`config.mk`:
```
export PLATFORM = sky130hd
export DESIGN_NAME = mgmt_bit_bank
export DESIGN_NICKNAME = d
export VERILOG_FILES = /design/src/hdl/mgmt_bits_pkg.sv /design/src/hdl/mgmt_bit_bank.sv
export SDC_FILE = /design/constraint.sdc
export NUM_CORES = 1
export LEC_CHECK = 0
export BUFFER_PORTS_ARGS = -buffer_cell sky130_fd_sc_hd__buf_2
export CORE_MARGIN = 5
export CORE_UTILIZATION = 30
export DETAILED_ROUTE_END_ITERATION = 7
export GPL_ROUTABILITY_DRIVEN = 0
export PLACE_DENSITY = 0.63
export SKIP_LAST_GASP = 1
export SLEW_MARGIN = 10
export SYNTH_ARGS = -nofsm -noshare
export SYNTH_HDL_FRONTEND = slang
export SYNTH_SLANG_ARGS = --single-unit
```
`constraint.sdc`:
```
create_clock -name sys_clk -period 2.15 [get_ports sys_clk]
set_clock_uncertainty 0.15 [all_clocks]
set_input_delay 0.1075 -clock sys_clk [delete_from_list [all_inputs] [get_ports sys_clk]]
set_output_delay 0.1075 -clock sys_clk [all_outputs]
set_load 0.03 [all_outputs]
```
`src/hdl/mgmt_bits_pkg.sv`:
```
// constants and carriers for the management register bit bank
// shared by the bank and whatever frames its register accesses
package mgmt_bits_pkg;

    localparam int          STRAP_WIDTH   = 5;
    localparam int          PEAK_WIDTH    = 3;
    localparam logic        LATCH_HIGH_RESET = 1'h0;
    localparam logic        LATCH_LOW_RESET  = 1'h1;
    localparam logic [2:0]  PEAK_RESET    = 3'h0;
    localparam logic        TRIGGER_RESET = 1'h0;
    localparam logic        OVERRIDE_RESET = 1'h0;
    localparam logic [7:0]  PLAIN_RESET   = 8'h00;
    localparam logic [7:0]  WZERO_RESET   = 8'hFF;
    localparam logic [7:0]  GATED_RESET   = 8'h00;
    localparam logic [7:0]  READ_ONLY_RESET = 8'h00;

    // one management access, already decoded to the bit groups
    typedef struct packed {
        logic       writeStb;
        logic       readStb;
        logic       selStatus;
        logic       selPeak;
        logic       selTrigger;
        logic       selOverride;
        logic       selPlain;
        logic       selWzero;
        logic       selGated;
        logic       selReadOnly;
        logic [7:0] wdata;
    } mgmt_access_t;

    // live levels from the rest of the device
    typedef struct packed {
        logic       eventHigh;
        logic       eventLowN;
        logic [2:0] machineState;
        logic       triggerDone;
    } monitor_t;

    typedef enum logic [1:0] {
        TRIG_IDLE,
        TRIG_BUSY
    } trig_state_t;

endpackage

```
`src/hdl/mgmt_bit_bank.sv`:
```
// management register bit bank: latching, peak-hold, self-clearing,
// gated and write-zero-only bits
// assumes accesses and monitored signals are synchronous to sys_clk
`timescale 1ns/100ps

// Contract
// - any reset loads every bit's default
// - defaults are zero, one, or none
// - strap bits sample their pins just after reset ends
// - latch-high bit holds until read or reset
// - after read, latch-high reloads live level
// - latch-low bit holds zero until read/reset
// - after read, latch-low reloads live level
// - peak group updates only on larger value
// - peak held until read or reset
// - after read, peak reloads present state
// - trigger bit resets zero; write one starts
// - trigger bit clears itself on completion
// - writes to read-only bits ignored
// - gated bits writable once after override set
// - write-zero-only bits accept only zeros
module mgmt_bit_bank
    import mgmt_bits_pkg::*;
#(
    parameter int STRAPS = STRAP_WIDTH
) (
    input  wire logic               sys_clk,
    input  wire logic               reset_n,
    input  wire logic               softReset,
    input  wire logic [STRAPS-1:0]  strapPins,
    input  wire mgmt_access_t       access,
    input  wire monitor_t           monitor,
    output logic                    latchHigh,
    output logic                    latchLow,
    output logic [PEAK_WIDTH-1:0]   peakHold,
    output logic                    triggerBit,
    output logic                    triggerStart,
    output logic                    overrideBit,
    output logic [7:0]              plainBits,
    output logic [7:0]              wzeroBits,
    output logic [7:0]              gatedBits,
    output logic [STRAPS-1:0]       strapBits,
    output logic [7:0]              readOnlyBits
);

    logic                  resetMeta;
    logic                  resetSync;
    logic                  strapPending;
    logic                  next_latchHigh;
    logic                  next_latchLow;
    logic [PEAK_WIDTH-1:0] next_peakHold;
    logic                  next_triggerBit;
    logic                  next_triggerStart;
    logic                  next_overrideBit;
    logic [7:0]            next_plainBits;
    logic [7:0]            next_wzeroBits;
    logic [7:0]            next_gatedBits;
    logic [STRAPS-1:0]     next_strapBits;
    logic                  next_strapPending;
    trig_state_t           trigState;
    trig_state_t           next_trigState;
    logic                  bankReset;

    // two-stage release of the asynchronous reset
    always_ff @(posedge sys_clk or negedge reset_n) begin
        if (!reset_n) begin
            resetMeta <= 1'h0;
            resetSync <= 1'h0;
        end else begin
            resetMeta <= 1'h1;
            resetSync <= resetMeta;
        end
    end

    // software reset goes through the same default load
    assign bankReset = !resetSync || softReset;

    always_comb begin
        next_latchHigh    = latchHigh;
        next_latchLow     = latchLow;
        next_peakHold     = peakHold;
        next_triggerBit   = triggerBit;
        next_triggerStart = 1'h0;
        next_overrideBit  = overrideBit;
        next_plainBits    = plainBits;
        next_wzeroBits    = wzeroBits;
        next_gatedBits    = gatedBits;
        next_strapBits    = strapBits;
        next_strapPending = 1'h0;
        next_trigState    = trigState;
        if (bankReset) begin
            next_latchHigh   = LATCH_HIGH_RESET;
            next_latchLow    = LATCH_LOW_RESET;
            next_peakHold    = PEAK_RESET;
            next_triggerBit  = TRIGGER_RESET;
            next_overrideBit = OVERRIDE_RESET;
            next_plainBits   = PLAIN_RESET;
            next_wzeroBits   = WZERO_RESET;
            next_gatedBits   = GATED_RESET;
            next_trigState   = TRIG_IDLE;
            next_strapPending = 1'h1;
        end else begin
            // strap pins caught on the first cycle after reset ends
            if (strapPending) begin
                next_strapBits = strapPins;
            end
            // read reloads live level; a live event still wins
            if (access.readStb && access.selStatus) begin
                next_latchHigh = monitor.eventHigh;
                next_latchLow  = monitor.eventLowN;
            end else begin
                next_latchHigh = latchHigh | monitor.eventHigh;
                next_latchLow  = latchLow & monitor.eventLowN;
            end
            if (access.readStb && access.selPeak) begin
                next_peakHold = monitor.machineState;
            end else if (monitor.machineState > peakHold) begin
                next_peakHold = monitor.machineState;
            end
            if (access.writeStb) begin
                // read-only and strap bits have no write path
                if (access.selPlain) begin
                    next_plainBits = access.wdata;
                end
                if (access.selWzero) begin
                    next_wzeroBits = wzeroBits & access.wdata;
                end
                if (access.selGated && overrideBit) begin
                    next_gatedBits = access.wdata;
                end
                // override opens exactly one following write
                if (access.selOverride) begin
                    next_overrideBit = access.wdata[0];
                end else begin
                    next_overrideBit = 1'h0;
                end
            end
            case (trigState)
                TRIG_IDLE: begin
                    if (access.writeStb && access.selTrigger && access.wdata[0]) begin
                        next_triggerBit   = 1'h1;
                        next_triggerStart = 1'h1;
                        next_trigState    = TRIG_BUSY;
                    end
                end
                TRIG_BUSY: begin
                    // further writes ignored until the function ends
                    if (monitor.triggerDone) begin
                        next_triggerBit = 1'h0;
                        next_trigState  = TRIG_IDLE;
                    end
                end
                default: begin
                    next_trigState = TRIG_IDLE;
                end
            endcase
        end
    end

    always_ff @(posedge sys_clk or negedge reset_n) begin
        if (!reset_n) begin
            latchHigh    <= LATCH_HIGH_RESET;
            latchLow     <= LATCH_LOW_RESET;
            peakHold     <= PEAK_RESET;
            triggerBit   <= TRIGGER_RESET;
            triggerStart <= 1'h0;
            overrideBit  <= OVERRIDE_RESET;
            plainBits    <= PLAIN_RESET;
            wzeroBits    <= WZERO_RESET;
            gatedBits    <= GATED_RESET;
            strapBits    <= '0;
            strapPending <= 1'h1;
            trigState    <= TRIG_IDLE;
        end else begin
            latchHigh    <= next_latchHigh;
            latchLow     <= next_latchLow;
            peakHold     <= next_peakHold;
            triggerBit   <= next_triggerBit;
            triggerStart <= next_triggerStart;
            overrideBit  <= next_overrideBit;
            plainBits    <= next_plainBits;
            wzeroBits    <= next_wzeroBits;
            gatedBits    <= next_gatedBits;
            strapBits    <= next_strapBits;
            strapPending <= next_strapPending;
            trigState    <= next_trigState;
        end
    end

    // reserved test bits: constant, no write path at all
    always_ff @(posedge sys_clk or negedge reset_n) begin
        if (!reset_n) begin
            readOnlyBits <= READ_ONLY_RESET;
        end else begin
            readOnlyBits <= READ_ONLY_RESET;
        end
    end
endmodule

```
---- After elaboration in Yosys (flattened, before gate mapping) ----
Index checks and enable logic that the tools add are counted.
cells by class
  order comparisons ....................... 1
  equality and inequality tests ........... 3
  multiplexer cells ....................... 31
  bitwise gates (word level) .............. 4
  reduce and logical (&&, ||, !) cells .... 20
operators by type and width
  cell                  number
  $mux W8               9
  $mux W1               14
  $reduce_and A2 Y1     5
  $mux W3               3
  $and A8 B8 Y8         1
  $reduce_bool A2 Y1    4
  $mux W2               3
  $ne A3 B3 Y1 const B  2
  $reduce_bool A3 Y1    2
  $logic_and A1 B1 Y1   5
  $pmux W2 S2           1
  $gt A3 B3 Y1          1
  $reduce_and A3 Y1     1
  $eq A2 B1 Y1 const B  1
  $logic_not A2 Y1      1
  $pmux W1 S2           1
  $and A1 B1 Y1         1
  $logic_not A1 Y1      1
  $logic_or A1 B1 Y1    1
  $not A1 Y1            1
  $or A1 B1 Y1          1
word-level totals
  register bits after elaboration ......... 42
  input bits .............................. 32
  word-level logic and storage cells ...... 73

---- Logic depth before layout (Yosys ltp) ----
Gate-level depths: netlist of run 1.
  depth in word-level cells ............... 5
  mapped depth ............................ 6
  mapped depth without buffers ............ 6

---- Worst setup path after synthesis of run 1 ----
OpenSTA, ideal clock, no wires.
  path kind ............................... register -> register
  start ................................... reg peakHold[2]
  end ..................................... reg peakHold[0]
  library setup time ...................... 0.122 ns
  data arrival time ....................... 1.462 ns
  required time ........................... 1.878 ns
  setup slack ............................. 0.416 ns
  cell stages (with the launch flop) ...... 7
  path buffers ............................ 0
  period minus slack after synthesis ...... 1.734 ns
  path through ............................ dfrtp_1 inv_1 ha_1 and3b_1 o21a_2 o21ai_1 a21oi_1
on the way
  longest elaborated chain between the ends .. 2
RTL lines
  element                              RTL line              source
  start, declared                      mgmt_bit_bank.sv:35   output logic [PEAK_WIDTH-1:0] peakHold,
  start signal, assigned               mgmt_bit_bank.sv:177  peakHold <= next_peakHold;
  $gt A3 B3 Y1                         mgmt_bit_bank.sv:117  end else if (monitor.machineState > peakHold) begin
  $reduce_bool A3 Y1 (no source line)  n/a
Every way passes these cells.
A chain may end at the register's enable or synchronous reset.

---- Final worst setup path of run 1 ----
  start ................................... in monitor[3] in the netlist's numbering
  end ..................................... reg peakHold[0]
on the way
  longest elaborated chain between the ends .. 2
RTL lines
  element                              RTL line              source
  start, declared                      mgmt_bit_bank.sv:32   input wire monitor_t monitor,
  $gt A3 B3 Y1                         mgmt_bit_bank.sv:117
  $reduce_bool A3 Y1 (no source line)  n/a
Every way passes these cells.

==> metrics.md, run 1 <==
| Metric | Value |
|---|---|
| Via Count | `1,452` |
| Worst-case clock buffer depth | `2` |
| Worst Hold Endpoint | `peakHold[1]` |
| Top Family by Delay on Critical Path | `buffers and inverters` |
| Die X-Extent | `roughly 86 um` |
| Starting Density | `0.312` |
| Hold Startpoint | `access[14]` |
| Number of placed instances with taps included | `between 200 and 300` |
| Sequential share of the synthesized area | `0.587` |
| Post-Route Setup TNS | `0 ns` |
| Max-Cap Viols | `0` |
| Flops & latches, synth | `40` |
| Async set or reset register ratio after synthesis | `1.00` |
| Starting DRT DRC Count | `between 40 and 50` |
| Maximum fanout along the worst path | `3` |
| Number of cell rows | `27` |
| Average wire length per cell after detail routing | `13.5 um` |
| Via count normalized by instance count | `about 4.4` |
| Area growth from synthesis to final layout | `45.1%` |
| Number of antenna cells inserted | `0` |
| IO Port Bufs | `67` |
| Critical R2R Launch | `peakHold[2]` |
| Vias in the first global route | `1,544` |
| Commonest non-fill, non-tap cell in the layout | `sky130_fd_sc_hd__buf_2` |
| Critical path startpoint | `monitor[3]` |
| Worst hold slack | `roughly 0.0075 ns` |
| Count of synthesis-stage warnings from yosys | `0` |
| Setup crit end kind | `flip-flop` |
| Top FF cell, synth | `sky130_fd_sc_hd__dfrtp_1` |
| Setup Viol. Count Final | `0` |
| Number of distinct library cells after synthesis | `27` |
| Post-Layout Inst Area | `roughly 0.0025 mm2` |
| Full die area | `between 0.007 and 0.008 mm2` |
| Antenna-violating nets left | `0` |
| Layout cell share with drive strength beyond 1 | `0.389` |
| Final hold vios | `0` |
| Count of pins over their slew limit | `0` |
| Worst reg2reg path depth | `6` |
| Cells traversed along the worst timing path | `dlygate4sd3_1 -> buf_2 -> ha_1 -> and3b_1 -> o21a_2 -> o21ai_1 -> a21oi_1` |
| Synth Cell Area | `between 0.0015 and 0.002 mm2` |
| RSZ-0062 raised after global routing | `no` |
| TritonCTS clock tree | `built` |
| Overall power after layout | `approximately 1800 uW` |
| Startpoint-to-endpoint class of the critical path | `in -> reg` |
| Required time of the worst setup path | `2.16 ns` |
| Worst flop-to-flop path endpoint | `peakHold[0]` |
| CTS HTree Levels | `2` |
| Post-CTS clock slew at the launch and capture registers of the worst setup and hold paths | `around 0.07 ns` |
| Die boundary height | `85.9 um` |
| Stage delay of the slowest cell on the critical path | `approximately 0.53 ns` |
| Post-CTS sizing | `0` |
| Slew margin rel. | `0.414` |
| Worst-case register-to-register setup slack | `0.48 ns` |
| Maximum number of pins on one net before global-route repair | `41` |
| Detailed-route wire length | `approximately 4400 um` |
| Commonest cells after routing, fill and taps aside | `sky130_fd_sc_hd__buf_2, sky130_fd_sc_hd__dfrtp_1, sky130_fd_sc_hd__dlygate4sd3_1` |
| Pin slew with the least headroom to its limit | `0.879 ns` |
| Hold-fix buffer count after cts | `30` |
| Arr. time, crit path | `around 1.7 ns` |
| Top Ports | `77` |
| Gr usage total | `0.128` |
| Post-CTS repair timing setup buffer count | `0` |
| Antenna violations before repair | `0` |
| Master of the slowest instance on the critical path | `sky130_fd_sc_hd__dlygate4sd3_1` |
| Time the final worst path needs with I/O delays and setup | `approximately 1.7 ns` |
| Core outline area | `between 0.005 and 0.006 mm2` |
| Root buf cell | `sky130_fd_sc_hd__clkbuf_8` |
| Worst Path Buf+Inv | `2` |
| Power per cell area | `700 mW/mm2` |
| DP Wirelength | `3140 um` |
| Number of sinks driven by the clock tree | `40` |
| Hold path depth | `4` |
| Leakage power | `approximately 0.0013 uW` |
| Type of the worst min-delay path | `in -> reg` |
| Clock Latency Late Sink | `0.29 ns` |
| Number of synthesized flops with an enable pin | `0` |
| Period Utilization, post-route | `0.804` |
| Number of DRC violations after detailed routing | `0` |
| Global route overflow | `0` |
| Clock buffer count from CTS | `5` |
| Maximum clock rate | `between 500 and 600 MHz` |
| Number of instances in the synthesized netlist | `~160` |
| Outcome | `finished clean` |
| Mean area per synthesized cell | `~11 um2` |
| Standard cell area after detailed placement | `0.00208 mm2` |
| Final std cells w/o fill | `roughly 330` |
| Pre-antenna DRT Iters | `4` |
| Wire length of the first global-routing pass | `between 7000 and 8000 um` |
| Critical Path Start Type | `primary input` |
| Peak ir drop on the vdd network | `between 0.4 and 0.5 mV` |
| Final-stage net count | `~290` |
==> stage by stage <==
stage | setup WS, ns | util
floorplan | 0.416 | -
global placement | 0.550 | 0.376
detailed placement | 0.484 | 0.376
CTS | 0.427 | 0.453
global route | 0.342 | 0.453
finish | 0.421 | 0.453
==> layer usage <==
| layer | routed length [um] | share of wire | global-route usage |
|---|---|---|---|
| met5 | 0 | 0 | 0 |
| met4 | 103 | 0.023 | 0.0604 |
| met3 | 191 | 0.043 | 0.0317 |
| met2 | 2130 | 0.48 | 0.203 |
| met1 | 2010 | 0.45 | 0.164 |
==> sequential cells by signal, indices dropped and copies added, names as in the netlist <==
signal / count
gatedBits: 8
latchHigh: 1
latchLow: 1
overrideBit: 1
peakHold: 3
plainBits: 8
resetMeta: 1
resetSync: 1
strapBits: 5
strapPending: 1
triggerBit: 1
triggerStart: 1
wzeroBits: 8
==> cells by family after synthesis <==
logic type               synth area share
buffers and inverters              0.0724
adder cells (fa/ha/maj)            0.0217
AND/OR/NAND/NOR                     0.139
multiplexers                       0.0854
flip-flops                          0.587
other                             0.00435
AO/OA/AOI/OAI                      0.0905
==> area by class of cell <==
class	count	area (um2)
Timing Repair Buffer	98	643
Fill cell	553	3030
Tap cell	72	90.1
Clock buffer	7	96.3
Sequential cell	40	1010
Clock inverter	1	30.0
Multi-Input combinational cell	106	616
Inverter	5	18.8
==> synth_stat cells, types with 4 or more instances <==
library cell              number  area, um2
sky130_fd_sc_hd__dfstp_2      10        263
sky130_fd_sc_hd__mux2i_1       8       80.1
sky130_fd_sc_hd__mux2_2        6       67.6
sky130_fd_sc_hd__a21oi_1      14       70.1
sky130_fd_sc_hd__nand2_1      20       75.1
sky130_fd_sc_hd__o21ai_0       9       45.0
sky130_fd_sc_hd__nand3_1      14       70.1
sky130_fd_sc_hd__inv_1         4       15.0
sky130_fd_sc_hd__dfrtp_1      30        751
sky130_fd_sc_hd__nor2_1       10       37.5
sky130_fd_sc_hd__buf_4         9       67.6
==> worst max-delay path by stage <==
| stage | to | slack [ns] | cells past startpoint |
|---|---|---|---|
| 6_report | peakHold[0] | 0.42 | 7 |
| 3_3_place_gp | peakHold[0] | 0.55 | 6 |
| 3_5_place_dp | peakHold[0] | 0.48 | 6 |
| 4_1_cts | peakHold[0] | 0.43 | 7 |
| 2_1_floorplan | peakHold[0] | 0.42 | 6 |
| 5_1_grt | peakHold[0] | 0.34 | 7 |
==> power breakdown <==
group,switching (uW),internal (uW)
registers,14.3,788
logic,179,114
clock network,251,409
total,444,1310
==> worst register-to-register path, stage by stage (launching register included) <==
cell and delay [ns]:
sky130_fd_sc_hd__dfrtp_1 0.38, sky130_fd_sc_hd__inv_1 0.06, sky130_fd_sc_hd__ha_1 0.30, sky130_fd_sc_hd__and3b_1 0.22
sky130_fd_sc_hd__o21a_2 0.23, sky130_fd_sc_hd__o21ai_1 0.14, sky130_fd_sc_hd__a21oi_1 0.08
No activity file was read; power rests on OpenSTA's default activity.
==> run 2, diff against run 1 <==
- PLACE_DENSITY: 0.63 -> 0.65
- clock period: 2.15 -> 1.55 ns (I/O delays scaled with it)
==> run 2 against run 1 <==
Against the previous run:
- the run now ends with negative hold slack, negative setup slack left
- clock power rose by 26%
- via count up 5.3%
- non-clock buffer count is 9 higher
- setup slack worse by 0.46 ns
- final area up 5.6%
- largest cell class unchanged
- power rose by 37%
==> metrics.md, run 2 (synthesis gave the netlist of run 1 again) <==
| Metric | Value |
|---|---|
| Master of the slowest instance on the critical path | `sky130_fd_sc_hd__dfrtp_2` |
| Number of sinks driven by the clock tree | `40` |
| Maximum clock rate | `~630 MHz` |
| Final hold vios | `1` |
| Number of DRC violations after detailed routing | `0` |
| Core outline area | `around 0.0055 mm2` |
| Number of placed instances with taps included | `295` |
| Maximum number of pins on one net before global-route repair | `25` |
| Worst hold slack | `-0.0555 ns` |
| Via Count | `1,529` |
| DP Wirelength | `3190 um` |
| Maximum fanout along the worst path | `3` |
| Post-CTS clock slew at the launch and capture registers of the worst setup and hold paths | `0.07 ns` |
| Registers with the highest flip-flop counts | `gatedBits x8, plainBits x8, wzeroBits x8` |
| Layout cell share with drive strength beyond 1 | `0.432` |
| Number of cell rows | `27` |
| Pre-CTS setup slack | `-0.0213 ns` |
| Critical R2R Launch | `peakHold[2]` |
| Clock power frac | `0.345` |
| Type of the worst min-delay path | `in -> reg` |
| Starting Density | `0.312` |
| Root buf cell | `sky130_fd_sc_hd__clkbuf_8` |
| Setup Viol. Count Final | `3` |
| Worst reg2reg path depth | `6` |
| Area growth from synthesis to final layout | `53.2%` |
| Arr. time, crit path | `roughly 1.6 ns` |
| Time the final worst path needs with I/O delays and setup | `1.59 ns` |
| Hold Startpoint | `access[15]` |
| Worst-case clock buffer depth | `2` |
| Full die area | `0.00738 mm2` |
| IO Port Bufs | `67` |
| Critical path startpoint | `peakHold[2]` |
| Top Ports | `a little under 80` |
| Clock Latency Late Sink | `~0.28 ns` |
| Average wire length per cell after detail routing | `14.1 um` |
| Switching power total | `about 640 uW` |
| Startpoint-to-endpoint class of the critical path | `reg -> reg` |
| Starting DRT DRC Count | `30` |
| Die X-Extent | `85.9 um` |
| Commonest non-fill, non-tap cell in the layout | `sky130_fd_sc_hd__buf_2` |
| Wire length of the first global-routing pass | `a little over 8000 um` |
| Period Utilization, post-route | `1.02` |
| Required time of the worst setup path | `roughly 1.6 ns` |
| Antenna violations before repair | `0` |
| Internal portion of total power | `approximately 1800 uW` |
| Net Sw Frac | `0.266` |
| Final-stage net count | `300` |
| RSZ-0062 raised after global routing | `yes` |
| Die boundary height | `85.9 um` |
| Hold path depth | `3` |
| TritonCTS clock tree | `built` |
| Overall power after layout | `between 2000 and 2500 uW` |
| Max-Cap Viols | `0` |
| Final std cells w/o fill | `approximately 340` |
| Number of antenna cells inserted | `0` |
| Antenna-violating nets left | `0` |
| Clock buffer count from CTS | `5` |
| PnR worst setup slack | `-0.0363 ns` |
| Vias in the first global route | `1,693` |
| Power share of the combinational group | `0.192` |
| Via count normalized by instance count | `between 4 and 5` |
| Peak ir drop on the vdd network | `approximately 0.59 mV` |
| Power per cell area | `~910 mW/mm2` |
| Stage delay of the slowest cell on the critical path | `around 0.4 ns` |
| CTS HTree Levels | `2` |
| Gr usage total | `0.140` |
| Critical Path Start Type | `flip-flop` |
| Detailed-route wire length | `between 4000 and 5000 um` |
| Count of pins over their slew limit | `0` |
| Count of filler cells inserted in the layout | `534` |
| Outcome | `complete, but fails checks` |
| Register share of total power | `0.463` |
| Cells traversed along the worst timing path | `inv_2 -> ha_4 -> and3b_2 -> o21a_4 -> o21ai_2 -> a21oi_2` |
| Pre-antenna DRT Iters | `4` |
| Setup crit end kind | `flip-flop` |
| Violations in the final reports | `negative hold slack, negative setup slack` |
| Leakage power | `0.00128 uW` |
| Commonest cells after routing, fill and taps aside | `sky130_fd_sc_hd__buf_2, sky130_fd_sc_hd__dlygate4sd3_1, sky130_fd_sc_hd__dfrtp_1` |
| Global route overflow | `0` |
run 2: cell types whose count changed in the layout (fill, tap and decap cells not counted), sizes merged:
| cell | previous run | this run |
|---|---|---|
| clkinv | 0 | 1 |
| clkbuf | 7 | 6 |
| dlygate4sd3 | 30 | 35 |
| buf | 68 | 72 |
run 2: worst max-delay path: cells and delay by family, from the launching register on:
family / cells / cell delay [ns]
buf+inv: 1 / 0.06
flops: 1 / 0.41
compound gates: 3 / 0.41
simple gates: 1 / 0.22
fa+ha+maj: 1 / 0.20
run 2: timing repair:
item | in CTS | in global routing
hold buffers | 35 | 1
buffers inserted | 0 | 0
setup endpoints to repair | 3 | 12
pin swaps | 4 | 4
hold endpoints to repair | 71 | 1
gates resized for setup | 2 | 10
run 2: power by group through the flow:
stage	Combinational, uW	Sequential (uW)	Clock (uW)
floorplan	161	1220	0
global placement	370	1130	0
detailed placement	378	1130	0
CTS	450	1110	864
global route	505	1120	913
finish	460	1110	829
run 2: routing by layer:
metal | share of wire | up-vias | global-route usage
met5 | 0 | - | 0
met4 | 0.0067 | 0 | 0.0302
met3 | 0.072 | 4 | 0.0423
met2 | 0.52 | 62 | 0.242
met1 | 0.40 | 737 | 0.171
li1 | - | 726 | -
run 2: worst paths after layout:
check,endpoint,slack [ns]
max in group asynchronous,wzeroBits[7],0.56
max,peakHold[2],-0.04
min,latchLow,-0.06
min in group asynchronous,gatedBits[2],0.12
max reg2reg,peakHold[2],-0.04
min reg2reg,resetSync,0.20
run 2: area by class of cell:
class / count / area (um2) / share of cell area
Clock buffer: 6 / 72.6 / 0.0274
Multi-Input combinational cell: 106 / 673 / 0.254
Inverter: 5 / 18.8 / 0.00709
Tap cell: 72 / 90.1 / 0.0340
Clock inverter: 2 / 35.0 / 0.0132
Timing Repair Buffer: 107 / 742 / 0.280
Sequential cell: 40 / 1020 / 0.384
run 2: stage by stage:
stage	setup TNS, ns	instance area [um2]	hold slack [ns]	util
after floorplan	-0.124	1780	-0.368	-
after global placement	0	2150	-0.0891	0.388
after detailed placement	-0.0238	2150	-0.0769	0.388
after CTS	-0.0605	2620	0.0136	0.473
after global routing	-0.329	2650	0.0306	0.478
final	-0.0976	2650	-0.0555	0.478
